### src/rpm_pkg.sv
// Purpose: Shared constants for the radio packet mode configuration block
// Assumes: 25 MHz controller clock, byte wide register port
// Notes:   Offsets, field positions, reset values and timing counts
package rpm_pkg;

    // ------------------------------------------------------------------
    // Register offsets
    // ------------------------------------------------------------------
    localparam logic [9:0] RPM_ADDR_EXT_SWITCH  = 10'h100;
    localparam logic [9:0] RPM_ADDR_PREAMBLE    = 10'h102;
    localparam logic [9:0] RPM_ADDR_CCA_THRES   = 10'h105;
    localparam logic [9:0] RPM_ADDR_CCA_CTRL    = 10'h106;
    localparam logic [9:0] RPM_ADDR_FRAME_STORE = 10'h107;
    localparam logic [9:0] RPM_ADDR_TX_DELAY    = 10'h10a;
    localparam logic [9:0] RPM_ADDR_STATUS      = 10'h1f0;

    // ------------------------------------------------------------------
    // Field positions
    // ------------------------------------------------------------------
    localparam int RPM_AMP_OFF_STYLE_BIT = 7;
    localparam int RPM_RX_PIN_AUTO_BIT   = 4;
    localparam int RPM_TX_PIN_AUTO_BIT   = 3;
    localparam int RPM_AMP_AUTO_BIT      = 2;
    localparam int RPM_CCA_CONT_BIT      = 2;
    localparam int RPM_CCA_AUTO_BIT      = 1;
    localparam int RPM_DELAY_OFF_BIT     = 7;
    localparam int RPM_TX_MODE_LSB       = 4;
    localparam int RPM_SEND_LISTEN_BIT   = 3;
    localparam int RPM_LISTEN_SEND_BIT   = 2;
    localparam int RPM_RX_MODE_LSB       = 0;

    // ------------------------------------------------------------------
    // Reset values
    // ------------------------------------------------------------------
    localparam logic [7:0] RPM_RST_EXT_SWITCH  = 8'h00;
    localparam logic [7:0] RPM_RST_PREAMBLE    = 8'h08;
    localparam logic [7:0] RPM_RST_CCA_THRES   = 8'hab;
    localparam logic [7:0] RPM_RST_CCA_CTRL    = 8'h00;
    localparam logic [7:0] RPM_RST_FRAME_STORE = 8'h00;
    localparam logic [7:0] RPM_RST_TX_DELAY    = 8'hc0;

    // ------------------------------------------------------------------
    // Timing
    // ------------------------------------------------------------------
    localparam int RPM_CLK_PERIOD_NS = 40;
    localparam int RPM_US_NS         = 1000;
    localparam int RPM_US_CYCLES     = RPM_US_NS / RPM_CLK_PERIOD_NS;
    localparam int RPM_CCA_PERIOD_US = 128;

    // ------------------------------------------------------------------
    // Store modes and controller states
    // ------------------------------------------------------------------
    typedef enum logic [1:0] {
        RPM_TXM_ONCE      = 2'b00,
        RPM_TXM_CYC_RAMP  = 2'b01,
        RPM_TXM_RESERVED  = 2'b10,
        RPM_TXM_CYC_HOLD  = 2'b11
    } rpm_tx_mode_t;

    typedef enum logic [1:0] {
        RPM_RXM_FIRST     = 2'b00,
        RPM_RXM_CONT      = 2'b01,
        RPM_RXM_NO_STORE  = 2'b10,
        RPM_RXM_RESERVED  = 2'b11
    } rpm_rx_mode_t;

    typedef enum logic [1:0] {
        RPM_ST_IDLE    = 2'b00,
        RPM_ST_TX_WAIT = 2'b01,
        RPM_ST_TX      = 2'b10,
        RPM_ST_RX      = 2'b11
    } rpm_state_t;

endpackage : rpm_pkg

### src/rpm_radio_ctrl.sv
// Purpose: Packet mode configuration registers and front-end pin control
// Assumes: Command and frame-done strobes come from logic on clk_in
// Notes:   State walks ready, transmit wait, transmit and receive
//
// The implementer's own choice: strobed register access.
module rpm_radio_ctrl
    import rpm_pkg::*;
#(
    parameter int US_CYCLES = RPM_US_CYCLES
) (
    input  wire logic       clk_in,
    input  wire logic       sys_rst_in,
    input  wire logic [9:0] reg_addr_in,
    input  wire logic [7:0] reg_wdata_in,
    input  wire logic       reg_wr_in,
    input  wire logic       reg_rd_in,
    output logic      [7:0] reg_rdata_out,
    input  wire logic       transmit_command_in,
    input  wire logic       receive_command_in,
    input  wire logic       tx_frame_sent_in,
    input  wire logic       rx_frame_received_in,
    input  wire logic [7:0] rssi_readback_in,
    input  wire logic [7:0] preamble_extra_in,
    input  wire logic       general_pin_output_rx_in,
    input  wire logic       general_pin_output_tx_in,
    input  wire logic       aux_power_control_bias_in,
    output logic            rx_switch_pin_out,
    output logic            tx_switch_pin_out,
    output logic            ext_amp_enable_out,
    output logic            amp_off_style_out,
    output logic            amp_hold_on_out,
    output logic      [8:0] preamble_total_out,
    output logic            tx_frame_start_out,
    output logic            rx_store_write_out,
    output logic            cca_event_out,
    output logic            cca_clear_out,
    output logic      [1:0] radio_state_out
);

    localparam int DW = (US_CYCLES > 1) ? $clog2(US_CYCLES) : 1;
    localparam logic [DW-1:0] DIV_LAST = DW'(US_CYCLES - 1);
    localparam logic [6:0] CCA_LAST = 7'(RPM_CCA_PERIOD_US - 1);

    // Refuse a microsecond divider that cannot count
    if (US_CYCLES < 2) begin : g_chk
        $error("US_CYCLES must be at least 2");
    end

    // ------------------------------------------------------------------
    // Register file
    // ------------------------------------------------------------------
    logic [7:0] ext_switch_q;
    logic [7:0] preamble_q;
    logic [7:0] cca_thres_q;
    logic [7:0] cca_ctrl_q;
    logic [7:0] frame_store_q;
    logic [7:0] tx_delay_q;

    wire sel_ext   = (reg_addr_in == RPM_ADDR_EXT_SWITCH);
    wire sel_pre   = (reg_addr_in == RPM_ADDR_PREAMBLE);
    wire sel_thr   = (reg_addr_in == RPM_ADDR_CCA_THRES);
    wire sel_cca   = (reg_addr_in == RPM_ADDR_CCA_CTRL);
    wire sel_store = (reg_addr_in == RPM_ADDR_FRAME_STORE);
    wire sel_dly   = (reg_addr_in == RPM_ADDR_TX_DELAY);

    // Register writes; reserved bits are stored as written
    always_ff @(posedge clk_in or posedge sys_rst_in) begin
        if (sys_rst_in) begin
            ext_switch_q  <= RPM_RST_EXT_SWITCH;
            preamble_q    <= RPM_RST_PREAMBLE;
            cca_thres_q   <= RPM_RST_CCA_THRES;
            cca_ctrl_q    <= RPM_RST_CCA_CTRL;
            frame_store_q <= RPM_RST_FRAME_STORE;
            tx_delay_q    <= RPM_RST_TX_DELAY;
        end else if (reg_wr_in) begin
            if (sel_ext)   ext_switch_q  <= reg_wdata_in;
            if (sel_pre)   preamble_q    <= reg_wdata_in;
            if (sel_thr)   cca_thres_q   <= reg_wdata_in;
            if (sel_cca)   cca_ctrl_q    <= reg_wdata_in;
            if (sel_store) frame_store_q <= reg_wdata_in;
            if (sel_dly)   tx_delay_q    <= reg_wdata_in;
        end
    end

    // Field views
    wire rx_pin_auto  = ext_switch_q[RPM_RX_PIN_AUTO_BIT];
    wire tx_pin_auto  = ext_switch_q[RPM_TX_PIN_AUTO_BIT];
    wire amp_auto     = ext_switch_q[RPM_AMP_AUTO_BIT];
    wire cca_cont     = cca_ctrl_q[RPM_CCA_CONT_BIT];
    wire cca_auto     = cca_ctrl_q[RPM_CCA_AUTO_BIT];
    wire delay_off    = frame_store_q[RPM_DELAY_OFF_BIT];
    wire send_listen  = frame_store_q[RPM_SEND_LISTEN_BIT];
    wire listen_send  = frame_store_q[RPM_LISTEN_SEND_BIT];
    rpm_tx_mode_t tx_mode;
    rpm_rx_mode_t rx_mode;
    assign tx_mode = rpm_tx_mode_t'(frame_store_q[RPM_TX_MODE_LSB +: 2]);
    assign rx_mode = rpm_rx_mode_t'(frame_store_q[RPM_RX_MODE_LSB +: 2]);

    // ------------------------------------------------------------------
    // Microsecond tick
    // ------------------------------------------------------------------
    logic [DW-1:0] div_q;
    wire           us_tick = (div_q == DIV_LAST);

    // Free running divider, one pulse per microsecond
    always_ff @(posedge clk_in or posedge sys_rst_in) begin
        if (sys_rst_in) begin
            div_q <= '0;
        end else begin
            div_q <= us_tick ? '0 : div_q + 1'b1;
        end
    end

    // ------------------------------------------------------------------
    // Controller state machine
    // ------------------------------------------------------------------
    rpm_state_t state_q;
    rpm_state_t state_d;
    logic [7:0] dly_q;
    logic       cyc_q;
    logic       cyc_d;
    logic       load_dly;

    wire cyclic_tx = (tx_mode == RPM_TXM_CYC_RAMP) ||
                     (tx_mode == RPM_TXM_CYC_HOLD);
    wire rx_stays  = (rx_mode == RPM_RXM_CONT) ||
                     (rx_mode == RPM_RXM_NO_STORE);
    wire dly_done  = (dly_q == 8'h00);

    // Next state; a transmit start goes through the MAC delay unless off
    always_comb begin
        state_d  = state_q;
        cyc_d    = cyc_q;
        load_dly = 1'b0;
        case (state_q)
            RPM_ST_IDLE: begin
                cyc_d = 1'b0;
                if (transmit_command_in) begin
                    state_d  = delay_off ? RPM_ST_TX : RPM_ST_TX_WAIT;
                    load_dly = 1'b1;
                end else if (receive_command_in) begin
                    state_d = RPM_ST_RX;
                end
            end
            RPM_ST_TX_WAIT: begin
                if (dly_done) begin
                    state_d = RPM_ST_TX;
                end
            end
            RPM_ST_TX: begin
                if (tx_frame_sent_in) begin
                    if (send_listen) begin
                        state_d = RPM_ST_RX;
                        cyc_d   = 1'b0;
                    end else if (cyclic_tx) begin
                        state_d  = delay_off ? RPM_ST_TX
                                             : RPM_ST_TX_WAIT;
                        load_dly = 1'b1;
                        cyc_d    = 1'b1;
                    end else begin
                        state_d = RPM_ST_IDLE;
                        cyc_d   = 1'b0;
                    end
                end
            end
            RPM_ST_RX: begin
                if (rx_frame_received_in) begin
                    if (listen_send) begin
                        state_d  = delay_off ? RPM_ST_TX
                                             : RPM_ST_TX_WAIT;
                        load_dly = 1'b1;
                    end else if (!rx_stays) begin
                        state_d = RPM_ST_IDLE;
                    end
                end
            end
            default: begin
                state_d = RPM_ST_IDLE;
            end
        endcase
    end

    // State and cyclic flag
    always_ff @(posedge clk_in or posedge sys_rst_in) begin
        if (sys_rst_in) begin
            state_q <= RPM_ST_IDLE;
            cyc_q   <= 1'b0;
        end else begin
            state_q <= state_d;
            cyc_q   <= cyc_d;
        end
    end

    // MAC delay countdown in microseconds
    always_ff @(posedge clk_in or posedge sys_rst_in) begin
        if (sys_rst_in) begin
            dly_q <= 8'h00;
        end else if (load_dly) begin
            dly_q <= tx_delay_q;
        end else if (us_tick && !dly_done) begin
            dly_q <= dly_q - 8'h01;
        end
    end

    // ------------------------------------------------------------------
    // Channel assessment timing
    // ------------------------------------------------------------------
    logic [6:0] cont_us_q;
    logic [6:0] auto_us_q;
    logic       auto_arm_q;

    wire rx_entry  = (state_d == RPM_ST_RX) && (state_q != RPM_ST_RX);
    wire cont_fire = cca_cont && us_tick && (cont_us_q == CCA_LAST);
    wire auto_fire = auto_arm_q && us_tick && (auto_us_q == CCA_LAST);
    wire cca_fire  = cont_fire || auto_fire;
    wire rssi_low  = $signed(rssi_readback_in) < $signed(cca_thres_q);

    // Periodic counter runs only while continuous assessment is on
    always_ff @(posedge clk_in or posedge sys_rst_in) begin
        if (sys_rst_in) begin
            cont_us_q <= 7'h00;
        end else if (!cca_cont) begin
            cont_us_q <= 7'h00;
        end else if (us_tick) begin
            cont_us_q <= cont_us_q + 7'h01;
        end
    end

    // One-shot counter armed on entry to receive
    always_ff @(posedge clk_in or posedge sys_rst_in) begin
        if (sys_rst_in) begin
            auto_us_q  <= 7'h00;
            auto_arm_q <= 1'b0;
        end else if (rx_entry) begin
            auto_us_q  <= 7'h00;
            auto_arm_q <= cca_auto;
        end else if (auto_fire || !cca_auto) begin
            auto_arm_q <= 1'b0;
        end else if (auto_arm_q && us_tick) begin
            auto_us_q <= auto_us_q + 7'h01;
        end
    end

    // ------------------------------------------------------------------
    // Outputs
    // ------------------------------------------------------------------
    wire tx_next  = (state_d == RPM_ST_TX);
    wire rx_next  = (state_d == RPM_ST_RX);
    wire hold_amp = (tx_mode == RPM_TXM_CYC_HOLD) && cyc_d &&
                    (state_d == RPM_ST_TX_WAIT);
    wire store_ok = (rx_mode == RPM_RXM_FIRST) || (rx_mode == RPM_RXM_CONT);

    // Front-end pins follow the next state so they match state_q
    always_ff @(posedge clk_in or posedge sys_rst_in) begin
        if (sys_rst_in) begin
            rx_switch_pin_out  <= 1'b0;
            tx_switch_pin_out  <= 1'b0;
            ext_amp_enable_out <= 1'b0;
            amp_hold_on_out    <= 1'b0;
        end else begin
            rx_switch_pin_out  <= rx_pin_auto ? rx_next
                                : general_pin_output_rx_in;
            tx_switch_pin_out  <= tx_pin_auto ? tx_next
                                : general_pin_output_tx_in;
            ext_amp_enable_out <= amp_auto ? (tx_next || hold_amp)
                                : aux_power_control_bias_in;
            amp_hold_on_out    <= hold_amp;
        end
    end

    // Static settings and frame events
    always_ff @(posedge clk_in or posedge sys_rst_in) begin
        if (sys_rst_in) begin
            amp_off_style_out  <= 1'b0;
            preamble_total_out <= 9'h000;
            tx_frame_start_out <= 1'b0;
            rx_store_write_out <= 1'b0;
            radio_state_out    <= 2'b00;
        end else begin
            amp_off_style_out  <= ext_switch_q[RPM_AMP_OFF_STYLE_BIT];
            preamble_total_out <= {1'b0, preamble_q} +
                                  {1'b0, preamble_extra_in};
            tx_frame_start_out <= tx_next && (state_q != RPM_ST_TX ||
                                  tx_frame_sent_in);
            rx_store_write_out <= (state_q == RPM_ST_RX) &&
                                  rx_frame_received_in && store_ok;
            radio_state_out    <= state_d;
        end
    end

    // Assessment event and result
    always_ff @(posedge clk_in or posedge sys_rst_in) begin
        if (sys_rst_in) begin
            cca_event_out <= 1'b0;
            cca_clear_out <= 1'b0;
        end else begin
            cca_event_out <= cca_fire;
            if (cca_fire) begin
                cca_clear_out <= rssi_low;
            end
        end
    end

    // ------------------------------------------------------------------
    // Register read, one cycle after the strobe
    // ------------------------------------------------------------------
    logic [7:0] rd_mux;

    // Reserved fields read back as stored
    always_comb begin
        if (sel_ext) begin
            rd_mux = ext_switch_q;
        end else if (sel_pre) begin
            rd_mux = preamble_q;
        end else if (sel_thr) begin
            rd_mux = cca_thres_q;
        end else if (sel_cca) begin
            rd_mux = cca_ctrl_q;
        end else if (sel_store) begin
            rd_mux = frame_store_q;
        end else if (sel_dly) begin
            rd_mux = tx_delay_q;
        end else if (reg_addr_in == RPM_ADDR_STATUS) begin
            rd_mux = {5'h00, cca_clear_out, radio_state_out};
        end else begin
            rd_mux = 8'h00;
        end
    end

    // Read data stand only in the cycle after the strobe
    always_ff @(posedge clk_in or posedge sys_rst_in) begin
        if (sys_rst_in) begin
            reg_rdata_out <= 8'h00;
        end else begin
            reg_rdata_out <= reg_rd_in ? rd_mux : 8'h00;
        end
    end

    // ------------------------------------------------------------------
    // Checks
    // ------------------------------------------------------------------
    a_rx_pin_auto: assert property (@(posedge clk_in) disable iff (sys_rst_in)
        rx_pin_auto |=> (rx_switch_pin_out == (state_q == RPM_ST_RX)))
        else $error("receive pin does not track receive state");

    a_tx_pin_auto: assert property (@(posedge clk_in) disable iff (sys_rst_in)
        tx_pin_auto |=> (tx_switch_pin_out == (state_q == RPM_ST_TX)))
        else $error("transmit pin does not track transmit state");

    a_amp_manual: assert property (@(posedge clk_in) disable iff (sys_rst_in)
        !amp_auto |=> (ext_amp_enable_out == $past(aux_power_control_bias_in)))
        else $error("external amplifier ignores software bias");

    a_cca_result: assert property (@(posedge clk_in) disable iff (sys_rst_in)
        cca_fire |=> cca_event_out && (cca_clear_out ==
            ($signed($past(rssi_readback_in)) < $signed($past(cca_thres_q)))))
        else $error("assessment result wrong");

    a_tx_once_idle: assert property (@(posedge clk_in) disable iff (sys_rst_in)
        (state_q == RPM_ST_TX && tx_frame_sent_in && !send_listen &&
         tx_mode == RPM_TXM_ONCE) |=> state_q == RPM_ST_IDLE)
        else $error("single transmit did not return to ready");

    a_send_listen: assert property (@(posedge clk_in) disable iff (sys_rst_in)
        (state_q == RPM_ST_TX && tx_frame_sent_in && send_listen)
        |=> state_q == RPM_ST_RX ##0 (rx_switch_pin_out || !rx_pin_auto))
        else $error("turnaround to receive missing");

    a_rx_no_store: assert property (@(posedge clk_in) disable iff (sys_rst_in)
        (rx_mode == RPM_RXM_NO_STORE) |=> !rx_store_write_out)
        else $error("store written while storing is off");

    a_rx_cont_stay: assert property (@(posedge clk_in) disable iff (sys_rst_in)
        (state_q == RPM_ST_RX && rx_frame_received_in && !listen_send &&
         rx_mode == RPM_RXM_CONT) |=> state_q == RPM_ST_RX ##0 rx_store_write_out)
        else $error("continuous receive left receive state");

    a_delay_skip: assert property (@(posedge clk_in) disable iff (sys_rst_in)
        (state_q == RPM_ST_IDLE && transmit_command_in && delay_off)
        |=> state_q == RPM_ST_TX ##0 tx_frame_start_out)
        else $error("disabled delay still waited");

endmodule : rpm_radio_ctrl

### config.mk
export PLATFORM = sky130hd
export DESIGN_NAME = rpm_radio_ctrl
export DESIGN_NICKNAME = d
export VERILOG_FILES = /design/src/rpm_pkg.sv /design/src/rpm_radio_ctrl.sv
export SDC_FILE = /design/constraint.sdc
export NUM_CORES = 1
export LEC_CHECK = 0
export BUFFER_PORTS_ARGS = -buffer_cell sky130_fd_sc_hd__clkbuf_2
export CAP_MARGIN = 5
export CELL_PAD_IN_SITES_DETAIL_PLACEMENT = 2
export CELL_PAD_IN_SITES_GLOBAL_PLACEMENT = 2
export CORE_MARGIN = 3
export CORE_UTILIZATION = 38
export CTS_CLUSTER_DIAMETER = 150
export DETAILED_ROUTE_END_ITERATION = 10
export HOLD_SLACK_MARGIN = 0.12
export PLACE_DENSITY_LB_ADDON = 0.15
export SYNTH_ARGS = -nofsm -noshare
export SYNTH_HDL_FRONTEND = slang
export SYNTH_SLANG_ARGS = --single-unit
### constraint.sdc
create_clock -name clk_in -period 4.2 [get_ports clk_in]
set_clock_uncertainty 0.15 [all_clocks]
set_input_delay 0.42 -clock clk_in [delete_from_list [all_inputs] [get_ports clk_in]]
set_output_delay 0.42 -clock clk_in [all_outputs]
set_load 0.1 [all_outputs]
Yosys cells after proc, flatten, opt, wreduce, memory -nomap -nowiden --
Index checks and enable logic that the tools add are counted.
Operators by class: add/sub/neg operators 5, order comparisons 1, equality and inequality tests 24, mux-type cells 41, reduce and logical (&&, ||, !) cells 33
Operators with widths (number):
- $mux W8 | 9
- $eq A10 B9 Y1 const B | 7
- $mux W7 | 5
- $mux W2 | 10
- $add A7 B1 Y7 const B | 2
- $eq A7 B7 Y1 const B | 2
- $reduce_and A2 Y1 | 7
- $eq A2 B2 Y1 const B | 6
- $mux W1 | 12
- $logic_and A1 B1 Y1 | 11
- $add A8 B8 Y9 | 1
- $eq A2 B1 Y1 const B | 4
- $logic_not A8 Y1 | 1
- $lt A8 B8 Y1 | 1
- $pmux W2 S4 | 1
- $sub A8 B1 Y8 const B | 1
- $logic_or A1 B1 Y1 | 7
- $ne A2 B2 Y1 const B | 3
- $reduce_bool A2 Y1 | 3
- $add A5 B1 Y5 const B | 1
- $eq A5 B5 Y1 const B | 1
- $mux W5 | 1
- $logic_not A2 Y1 | 2
- $mux W3 | 1
- 4 further kinds | 5
Storage, ports and cells: flip-flop bits (word level) 105, input bits 45, output and inout port bits 28, word-level logic and storage cells 128

Depth between registers and ports, before layout --
Gate-level depths: netlist (run 1).
depth in word-level cells 10, depth in mapped cells 9, depth with buffers taken out 9

Worst setup path before layout (run 1) --
Ideal clock, no wire load.
path kind register to register, start reg, netlist name radio_state_out[0], end reg ext_amp_enable_out, library setup time 0.082 ns, data arrival time 2.273 ns, required time 3.968 ns, path slack 1.695 ns, stages on the path, launching flop included 7, buffers on the path 1, period minus slack after synthesis 2.505 ns, path through dfrtp_1 > clkbuf_8 > nand3_1 > and3b_2 > a2111oi_4 > or3b_2 > a31oi_1
RTL lines:
- end signal: assignment | line rpm_radio_ctrl.sv:265 | ext_amp_enable_out <= amp_auto ? (tx_next || hold_amp)
- end: declaration | line rpm_radio_ctrl.sv:29 | output logic ext_amp_enable_out,

Worst setup path in the final report (run 1) --
start reg div_q[0], end reg dly_q[6]
Between the ends: word-level cells in the longest chain between the ends 3
Ends and longest elaborated chain:
- start: declaration | line rpm_radio_ctrl.sv:102 | logic [DW-1:0] div_q;
- start signal: assignment | line rpm_radio_ctrl.sv:110 | div_q <= us_tick ? '0 : div_q + 1'b1;
- $eq A5 B5 Y1 | line rpm_radio_ctrl.sv:103 | wire us_tick = (div_q == DIV_LAST);
- $logic_and A1 B1 Y1 | line rpm_radio_ctrl.sv:200 | end else if (us_tick && !dly_done) begin
- $reduce_bool A2 Y1 (no line)
- end signal: assignment | line rpm_radio_ctrl.sv:199 | dly_q <= tx_delay_q;
- end signal: assignment | line rpm_radio_ctrl.sv:201 | dly_q <= dly_q - 8'h01;
- end: declaration | line rpm_radio_ctrl.sv:119 | logic [7:0] dly_q;
No other way between the ends. A chain may end at the register's enable or synchronous reset.

==> flow_summary.toml, run 1 <==
[clock_network]
clock_tree.htree_level_count = 3
cts_num_sinks = 105
cts_tree = "yes"
postCtsResizedCells = 0
cts_root_buffer = "sky130_fd_sc_hd__clkbuf_16"
clkSlewWorstSetupHoldPaths_ns = 0.07
cts_post_setup_buffers_inserted = 0
post_cts_hold_buffer_count = 2
numCtsBuffers = 9
insertion_delay_ns = 0.36
clockBufferDepth = 2

[routing]
totalWireLength_um = 15560
detail_route.first_pass.iterations = 4
vias_per_cell = 5.448
vias = 4075
wl_per_cell_um = 20.80
first_iter_violations = 136
final_antenna_net_count = 0
post-route-drc-count = 0

[synth]
synth_top_flop_cell = "sky130_fd_sc_hd__dfrtp_1"
area_leader_netlist = "sky130_fd_sc_hd__dfrtp_1"
synth_edf_count = 0
post_synth_fa_ha_maj_area_fraction_pct = 5.469
synth_warnings = 0
mux_cell_area_share_after_synthesis_pct = 10.94
fraction_of_synthesized_cell_area_in_xor_and_xnor_cells_pct = 4.056
yosys_register_bits = 105
seq_area_frac_synth_pct = 48.85
synth_top_family_by_area = "simple AND/OR/NAND/NOR gates"
postSynthAreaPerCell_um2 = 10.93
fraction_of_registers_with_async_set_or_reset_after_synthesis_pct = 100.0
synth.top_cells.by_count = "sky130_fd_sc_hd__dfrtp_1, sky130_fd_sc_hd__mux2_2, sky130_fd_sc_hd__nand2_1"
synth_compound_area_share_pct = 12.79
synth_top_cell_area_share_pct = 44.96
synth_nets = 562
synth_cell_type_count = 59
syn-instance-count = 494
yosysMostFrequentCell = "sky130_fd_sc_hd__dfrtp_1"
synth.top_cells.by_area = "sky130_fd_sc_hd__dfrtp_1, sky130_fd_sc_hd__mux2_2, sky130_fd_sc_hd__ha_1"
simple_gate_fraction_of_synth_area_pct = 13.86
syn-cell-area_um2 = 5399

[cells_and_area]
drive_above_1_share_pct = 28.15
instances_no_fill = 748
diodes = 0
final_area_um2 = 6275
layout_overhead_on_the_synthesized_area_pct = 16.22
number_of_nets_in_the_final_layout = 635

[hold_path]
holdPathStages = 3
min_path_type = "in2reg"

[floorplanning]
io_pins = 73
start_util_pct = 39.82
core_area_um2 = 13560
core.rowCount = 42
die-height_um = 125.2
die_w_um = 125.2
fp.dieArea_um2 = 15670

[worst_setup_path]
regToRegSetupSlack_ns = 1.59
critPathLaunchType = "register"
worst_path_largest_cell_delay_ns = 0.55
path_delay_family = "simple AND/OR/NAND/NOR gates"
arrival_ns = 2.66
cp.depth = 8
crit_chain = "inv_1, ha_1, nand4b_1, a31oi_1, nand3b_1, nor4_1, xnor2_1, o21ai_0"
crit_path_max_fanout = 6
crit_path_slowest_cell = "sky130_fd_sc_hd__a31oi_1"
crit_path_end_kind = "register"
r2r_cells = 8
criticalPathCategory = "reg2reg"
cp.buffers_inverters = 1
crit_required_ns = 4.25

[timing]
max_freq_mhz = 383.5
min_period_ns = 2.608
setup_tns_ns = 0
finalCritPeriodShare_pct = 62.09
timing.max_slew.rel_slack_pct = 38.19
whs_ns = 0.1385
grt_setup_unrepaired = "no"
pin_slew_with_the_least_headroom_to_its_limit_ns = 0.9209
timing_hold_violations_final = 0
setup_viol = 0
finalMaxSlewViolations = 0

[placed_design]
dp_hpwl_um = 11720
dp.cells = 730
post_dp_cell_area_um2 = 5918
port_buffers = 72
gp_weighted_congestion = 0.8093

[global_route]
first_global_vias = 4613
maximum_number_of_pins_on_one_net_before_global_route_repair = 43
antenna_found_initial = 0
grt_pass1_wl_um = 26220
grt_use_total_pct = 21.22
grt_remaining_overflow = 0

[pwr]
internal_power_mw = 1.823
p_comb_share_pct = 23.0
static-leakage-power_nw = 2.957
pwr_density_cell_nw_per_um2 = 431.6
switchingPower_uw = 885.4
total_power_mw = 2.708
ir_worst_vdd_mv = 0.2439
p_clk_share_pct = 35.9
netSwitchingFraction_pct = 32.69
sequential_fraction_of_design_power_pct = 41.1

[run]
maximum_capacitance_violations = 0

[run_status]
status = "finished, final reports clean"
[placed cells by master (no fill, tap or decap), types with 6 or more instances in the layout]
cell                        instances
sky130_fd_sc_hd__a211oi_1           7
sky130_fd_sc_hd__a21oi_1           22
sky130_fd_sc_hd__a22oi_1            7
sky130_fd_sc_hd__a31oi_1            9
sky130_fd_sc_hd__and2_1             7
sky130_fd_sc_hd__clkbuf_16          9
sky130_fd_sc_hd__clkbuf_2          72
sky130_fd_sc_hd__dfrtp_1           97
sky130_fd_sc_hd__dfstp_2            8
sky130_fd_sc_hd__ha_1              22
sky130_fd_sc_hd__inv_1             34
sky130_fd_sc_hd__mux2_2            48
sky130_fd_sc_hd__nand2_1           40
sky130_fd_sc_hd__nand2b_1           6
sky130_fd_sc_hd__nand3_1            6
sky130_fd_sc_hd__nand4_1           11
sky130_fd_sc_hd__nor2_1            36
sky130_fd_sc_hd__o21a_1             6
sky130_fd_sc_hd__o21ai_0           21
sky130_fd_sc_hd__xnor2_1           16
sky130_fd_sc_hd__xor2_1             9
[stage by stage]
stage          setup WS [ns]  util (%)
6_report               1.592     46.28
2_1_floorplan         0.8827         -
3_3_place_gp           1.644     43.65
3_5_place_dp           1.571     43.65
5_1_grt                1.323     46.28
4_1_cts                1.532     46.28
[metal layers]
metal | track usage (%) | vias up | routed length [um]
met5 | 0 | - | 0
met4 | 6.378 | 0 | 221
met3 | 2.857 | 13 | 405
met2 | 35.34 | 53 | 7841
met1 | 29.01 | 2110 | 7090
li1 | - | 1899 | -
[worst reg2reg max path: stages (launching register included)]
cell	delay, ns
sky130_fd_sc_hd__dfrtp_1	0.42
sky130_fd_sc_hd__inv_1	0.08
sky130_fd_sc_hd__ha_1	0.19
sky130_fd_sc_hd__nand4b_1	0.26
sky130_fd_sc_hd__a31oi_1	0.55
sky130_fd_sc_hd__nand3b_1	0.21
sky130_fd_sc_hd__nor4_1	0.33
sky130_fd_sc_hd__xnor2_1	0.17
sky130_fd_sc_hd__o21ai_0	0.09
[registers in the layout, summed over array words and instances (netlist names)]
register / flops
radio_state_out: 2
rx_switch_pin_out: 1
tx_delay_q: 8
cca_event_out: 1
ext_amp_enable_out: 1
div_q: 5
tx_switch_pin_out: 1
frame_store_q: 8
amp_hold_on_out: 1
cca_thres_q: 8
amp_off_style_out: 1
auto_us_q: 7
cont_us_q: 7
preamble_total_out: 9
dly_q: 8
auto_arm_q: 1
cca_clear_out: 1
tx_frame_start_out: 1
ext_switch_q: 8
rx_store_write_out: 1
cyc_q: 1
cca_ctrl_q: 8
preamble_q: 8
reg_rdata_out: 8
[cells by family after synthesis]
family                     count (synthesis)
xor gates and xnor gates                  25
muxes                                     53
and+or+nand+nor                          136
DFF                                      105
adders and majority gates                 23
buffers and inverters                     50
AOI/OAI and AO/OA                        102
[final timing paths]
check / from / endpoint
setup / recovery: div_q[0] / dly_q[6]
hold / removal: general_pin_output_rx_in / rx_switch_pin_out
setup reg to reg: div_q[0] / dly_q[6]
hold reg to reg: ext_switch_q[7] / amp_off_style_out
max in group asynchronous: sys_rst_in / preamble_q[3]
min in group asynchronous: sys_rst_in / preamble_total_out[0]
[power groups by stage]
| stage | Clock (mW) | Combinational (mW) | Sequential (mW) |
|---|---|---|---|
| floorplan | 0 | 0.365 | 1.26 |
| global placement | 0 | 0.600 | 1.13 |
| detailed placement | 0 | 0.621 | 1.13 |
| CTS | 0.988 | 0.634 | 1.11 |
| global route | 1.04 | 0.694 | 1.12 |
| finish | 0.972 | 0.622 | 1.11 |
[cell type report]
type                       instances  area [um^2]
timing repair buffer              77        402.9
fill                            1435         7283
clock buffer                      10        229.0
multi-input combinational        339         2544
inverter                          35        133.9
clock inverter                     6        107.6
tap                              176        220.2
sequential                       105         2638
No activity file was read; power rests on OpenSTA's default activity.
==> run 2, diff against run 1 <==
==> constraint.sdc (replaced) <==
create_clock -name clk_in -period 2.6 [get_ports clk_in]
set_clock_uncertainty 0.15 [all_clocks]
set_input_delay 0.26 -clock clk_in [delete_from_list [all_inputs] [get_ports clk_in]]
set_output_delay 0.26 -clock clk_in [all_outputs]
set_load 0.1 [all_outputs]
==> run 2 against run 1 <==
Net effect: maximum frequency up 8.1%; first-iteration DRC count increased by 21%; sequential share of layout area fell by 0.97 points; worst hold slack lost 0.0060 ns; non-clock buffer count increased by 23; sequential cell count unchanged; sequential power rose by 62%; count of clock-buffer cells in the layout grew 3; combinational power increased by 72%; highest routed layer unchanged.
==> flow_summary.toml, run 2 (synthesis gave the netlist of run 1 again) <==
[pwr]
static-leakage-power_nw = 3.039
netSwitchingFraction_pct = 33.88
pwr_density_cell_nw_per_um2 = 648.0
internal_power_mw = 2.752
sequential_fraction_of_design_power_pct = 43.2
ir_worst_vdd_mv = 0.3403
total_power_mw = 4.162
p_clk_share_pct = 31.2
p_comb_share_pct = 25.6
switchingPower_mw = 1.410

[clock_network]
postCtsResizedCells = 0
insertion_delay_ns = 0.35
numCtsBuffers = 9
cts_tree = "yes"
cts_root_buffer = "sky130_fd_sc_hd__clkbuf_16"
clockBufferDepth = 2
post_cts_hold_buffer_count = 10
cts_num_sinks = 105
clkSlewWorstSetupHoldPaths_ns = 0.07
cts_post_setup_buffers_inserted = 0
clock_tree.htree_level_count = 3

[routing]
vias = 4191
final_antenna_net_count = 0
first_iter_violations = 165
totalWireLength_um = 15760
detail_route.first_pass.iterations = 4
post-route-drc-count = 0
wl_per_cell_um = 20.44
vias_per_cell = 5.436

[run_status]
status = "finished, final reports clean"

[floorplanning]
core_area_um2 = 13560
start_util_pct = 39.82
fp.dieArea_um2 = 15670
die-height_um = 125.2
core.rowCount = 42
io_pins = 73
die_w_um = 125.2

[global_route]
grt_remaining_overflow = 0
grt_pass1_wl_um = 25940
maximum_number_of_pins_on_one_net_before_global_route_repair = 106
grt_use_total_pct = 20.87
first_global_vias = 4652
antenna_found_initial = 0

[worst_setup_path]
crit_chain = "inv_1, ha_1, nand4b_1, a31oi_1, nor4b_4, nand2_1, xor2_1, o21ai_0"
cp.buffers_inverters = 1
crit_path_slowest_cell = "sky130_fd_sc_hd__dfrtp_1"
critPathLaunchType = "register"
criticalPathCategory = "reg2reg"
crit_path_max_fanout = 4
path_delay_family = "simple AND/OR/NAND/NOR gates"
worst_path_largest_cell_delay_ns = 0.41
arrival_ns = 2.53
crit_required_ns = 2.72
crit_path_end_kind = "register"

[cells_and_area]
finish.utilization_pct = 47.37
final_area_um2 = 6422
layout_overhead_on_the_synthesized_area_pct = 18.96
top_register = "preamble_total_out"
largest_register_ff_count = 9
drive_above_1_share_pct = 29.24
n_fill_cell = 1405
final_cell_mix = "sky130_fd_sc_hd__dfrtp_1, sky130_fd_sc_hd__clkbuf_2, sky130_fd_sc_hd__mux2_2"
layout.cells.most_common = "sky130_fd_sc_hd__dfrtp_1"
number_of_nets_in_the_final_layout = 658
diodes = 0

[timing]
setup_tns_ns = 0
grt_setup_unrepaired = "no"
finalCritPeriodShare_pct = 92.81
setup_viol = 0
min_period_ns = 2.413
pin_slew_with_the_least_headroom_to_its_limit_ns = 0.6237
max_freq_mhz = 414.4
timing_hold_violations_final = 0
finalMaxSlewViolations = 0
timing.max_slew.rel_slack_pct = 58.42

[hold_path]
min_path_type = "in2reg"

[run]
maximum_capacitance_violations = 0

[placed_design]
port_buffers = 72
gp_weighted_congestion = 0.8197
dp_hpwl_um = 11730
post_dp_cell_area_um2 = 6037
[run 2: final cells by class]
class	instances	area, um^2	area share (%)
sequential	105	2638	41.07
multi-input combinational	339	2544	39.61
timing repair buffer	100	610.6	9.507
clock buffer	13	260.3	4.052
tap	176	220.2	3.429
inverter	35	135.1	2.104
clock inverter	3	15.01	0.2338
[run 2: routing by layer]
layer / routed length, um / part of all wire, % / global-route usage [%]
met5: 0 / 0 / 0
met4: 240 / 1.5 / 6.952
met3: 399 / 2.5 / 2.687
met2: 7902 / 50 / 35.18
met1: 7217 / 46 / 27.94
[run 2: power groups by stage]
stage / registers (mW) / logic (mW) / clock network, mW
3_5_place_dp: 1.83 / 1.06 / 0
6_report: 1.80 / 1.07 / 1.30
2_1_floorplan: 2.03 / 0.590 / 0
4_1_cts: 1.80 / 1.08 / 1.34
5_1_grt: 1.81 / 1.17 / 1.42
3_3_place_gp: 1.83 / 1.01 / 0
[run 2: path summary, 6_finish.rpt]
path	start	endpoint	slack, ns	cells after the start
min in group asynchronous	sys_rst_in	cont_us_q[3]	0.43	4
hold / removal	reg_wdata_in[0]	preamble_q[0]	0.13	2
setup / recovery	div_q[0]	dly_q[5]	0.19	8
setup reg to reg	div_q[0]	dly_q[5]	0.19	8
hold reg to reg	ext_switch_q[7]	amp_off_style_out	0.28	0
max in group asynchronous	sys_rst_in	ext_switch_q[6]	1.37	4
[run 2: per-stage QoR]
| stage | hold WS, ns | instances | setup WS [ns] |
|---|---|---|---|
| after floorplan | 0.2206 | 494 | 0.09474 |
| after global placement | 0.2574 | 744 | 0.3072 |
| after detailed placement | 0.2655 | 744 | 0.1733 |
| after CTS | 0.1209 | 770 | 0.1600 |
| after global routing | 0.1306 | 771 | 0.002775 |
| final | 0.1325 | 771 | 0.1870 |
==> run 3, diff against run 2 <==
--- a/config.mk
+++ b/config.mk
@@ -5,12 +5,13 @@
 export SDC_FILE = /design/constraint.sdc
 export NUM_CORES = 1
 export LEC_CHECK = 0
+export ABC_CLOCK_PERIOD_IN_PS = 2000
 export BUFFER_PORTS_ARGS = -buffer_cell sky130_fd_sc_hd__clkbuf_2
 export CAP_MARGIN = 5
 export CELL_PAD_IN_SITES_DETAIL_PLACEMENT = 2
 export CELL_PAD_IN_SITES_GLOBAL_PLACEMENT = 2
 export CORE_MARGIN = 3
-export CORE_UTILIZATION = 38
+export CORE_UTILIZATION = 34
 export CTS_CLUSTER_DIAMETER = 150
 export DETAILED_ROUTE_END_ITERATION = 10
 export HOLD_SLACK_MARGIN = 0.12
==> constraint.sdc (replaced) <==
create_clock -name clk_in -period 2 [get_ports clk_in]
set_clock_uncertainty 0.15 [all_clocks]
set_input_delay 0.2 -clock clk_in [delete_from_list [all_inputs] [get_ports clk_in]]
set_output_delay 0.2 -clock clk_in [all_outputs]
set_load 0.1 [all_outputs]
==> run 3 against run 2 <==
Net effect: cell count is 12% higher; the flow now finishes with violations (negative setup slack); core utilization is 0.63 points lower; via count up 4.6%; highest routed layer unchanged; maximum frequency rose by 15%; design area increased by 12%; count of clock-buffer cells in the layout fell by 4; clock power up 50%; critical path depth fell by 1; sequential cell count unchanged.
==> flow_summary.toml, run 3 (synthesis gave the netlist of run 1 again) <==
[run_status]
status = "finished with violations"
failed_checks = "negative setup slack"

[pwr]
p_comb_share_pct = 28.7
sequential_fraction_of_design_power_pct = 38.8
total_power_mw = 6.007
pwr_density_cell_nw_per_um2 = 836.1
netSwitchingFraction_pct = 33.55
internal_power_mw = 3.991
switchingPower_mw = 2.016
ir_worst_vdd_mv = 0.3962
p_clk_share_pct = 32.5
static-leakage-power_nw = 3.372

[timing]
grt_setup_unrepaired = "yes"
fin_ws_ns = -0.09589
setup_viol = 11
setup_tns_ns = -0.3884
min_period_ns = 2.096
timing.max_slew.rel_slack_pct = 59.91
whs_ns = 0.2267
pin_slew_with_the_least_headroom_to_its_limit_ns = 0.6013
finalCritPeriodShare_pct = 104.8
max_freq_mhz = 477.1
timing_hold_violations_final = 0
finalMaxSlewViolations = 0

[cells_and_area]
drive_above_1_share_pct = 39.76
number_of_nets_in_the_final_layout = 717
final_cell_mix = "sky130_fd_sc_hd__dfrtp_1, sky130_fd_sc_hd__clkbuf_2, sky130_fd_sc_hd__buf_4"
layout_overhead_on_the_synthesized_area_pct = 33.07
instances_no_fill = 865
final_area_um2 = 7184
diodes = 0
top_register = "preamble_total_out"
n_fill_cell = 1601
multi_input_comb_area_um2 = 2733
largest_register_ff_count = 9
ff_latch_area_um2 = 2640
layout.cells.most_common = "sky130_fd_sc_hd__dfrtp_1"
finish.utilization_pct = 46.74

[global_route]
grt_use_total_pct = 20.35
grt_pass1_wl_um = 28000
antenna_found_initial = 0
first_global_vias = 5053
grt_remaining_overflow = 0
maximum_number_of_pins_on_one_net_before_global_route_repair = 106

[worst_setup_path]
worst_path_largest_cell_delay_ns = 0.39
arrival_ns = 2.22
crit_chain = "inv_2, ha_4, or2b_4, a31oi_1, o31a_2, or3b_4, a31oi_1"
crit_path_end_kind = "register"
crit_path_slowest_cell = "sky130_fd_sc_hd__or3b_4"
criticalPathCategory = "reg2reg"
crit_path_max_fanout = 3
critPathLaunchType = "register"
critical-path-top-cell-by-count = "sky130_fd_sc_hd__a31oi_1"
crit_required_ns = 2.13

[floorplanning]
io_pins = 73
core_area_um2 = 15370
die_w_um = 132.0
start_util_pct = 35.12
core.rowCount = 45
die-height_um = 132.0
fp.dieArea_um2 = 17430

[clock_network]
clockBufferDepth = 2
insertion_delay_ns = 0.36
clkSlewWorstSetupHoldPaths_ns = 0.07
cts_root_buffer = "sky130_fd_sc_hd__clkbuf_16"
numCtsBuffers = 9
cts_tree = "yes"
cts_num_sinks = 105
clock_tree.htree_level_count = 3

[placed_design]
port_buffers = 72
dp_hpwl_um = 12270
gp_weighted_congestion = 0.7879
dp_slack_ns = -0.1597
dp.cells = 813
post_dp_cell_area_um2 = 6362

[routing]
vias = 4385
totalWireLength_um = 17370
vias_per_cell = 5.069
detail_route.first_pass.iterations = 4
wl_per_cell_um = 20.08
final_antenna_net_count = 0
first_iter_violations = 131
post-route-drc-count = 0

[hold_path]
min_path_type = "in2reg"

[run]
maximum_capacitance_violations = 0
run 3: cell types whose count changed in the layout (fill, tap and decap cells not counted), moves of 4 or more:
cell	before	now
sky130_fd_sc_hd__nor2_2	0	4
sky130_fd_sc_hd__ha_1	22	18
sky130_fd_sc_hd__inv_2	0	5
sky130_fd_sc_hd__buf_4	16	60
sky130_fd_sc_hd__nor2_1	36	32
sky130_fd_sc_hd__o21ai_0	21	7
sky130_fd_sc_hd__dlygate4sd3_1	11	23
sky130_fd_sc_hd__o21ai_1	1	12
sky130_fd_sc_hd__inv_1	34	29
run 3: what timing repair did:
action                                  CTS  global route
setup buffers                             5             9
hold endpoints to repair                168             0
pin swaps                                14            15
hold buffers                             23             0
endpoints found under the setup margin   21            25
resized for setup                        25            29
run 3: power groups by stage:
stage	combinational [mW]	clock, mW	sequential (mW)
2_1_floorplan	0.802	0	2.65
3_3_place_gp	1.48	0	2.36
3_5_place_dp	1.54	0	2.36
4_1_cts	1.64	2.01	2.32
5_1_grt	1.87	2.09	2.34
6_report	1.73	1.95	2.33
run 3: final cells by class:
type,instances,share of cell area (%)
multi-input cells,339,38.04
clock buffers,9,3.135
clock inverters,7,1.289
well taps,211,3.675
repair buffers,159,15.24
inverters,35,1.881
flip-flops and latches,105,36.75
run 3: worst max-delay path: cells and delay by family, from the launching register on:
kind | cells | cell delay, ns
simple gates | 2 | 0.64
compound gates | 3 | 0.55
flops | 1 | 0.37
fa+ha+maj | 1 | 0.25
buf+inv | 1 | 0.06
run 3: path summary, 6_finish.rpt:
path / from / endpoint / depth (start not counted) / slack [ns]
worst max-delay path: frame_store_q[0] / ext_amp_enable_out / 7 / -0.1
worst min-delay path: tx_frame_sent_in / radio_state_out[1] / 4 / 0.23
worst max register to register: frame_store_q[0] / ext_amp_enable_out / 7 / -0.1
worst min register to register: ext_switch_q[7] / amp_off_style_out / 0 / 0.27
max in group asynchronous: sys_rst_in / radio_state_out[0] / 4 / 0.83
min in group asynchronous: sys_rst_in / preamble_total_out[1] / 4 / 0.37
run 3: layer usage:
| metal | track usage (%) | vias up | part of all wire (%) |
|---|---|---|---|
| met5 | 0 | - | 0 |
| met4 | 5.601 | 0 | 1.2 |
| met3 | 2.137 | 13 | 2.1 |
| met2 | 36.86 | 43 | 53 |
| met1 | 25.78 | 2268 | 44 |
| li1 | - | 2061 | - |
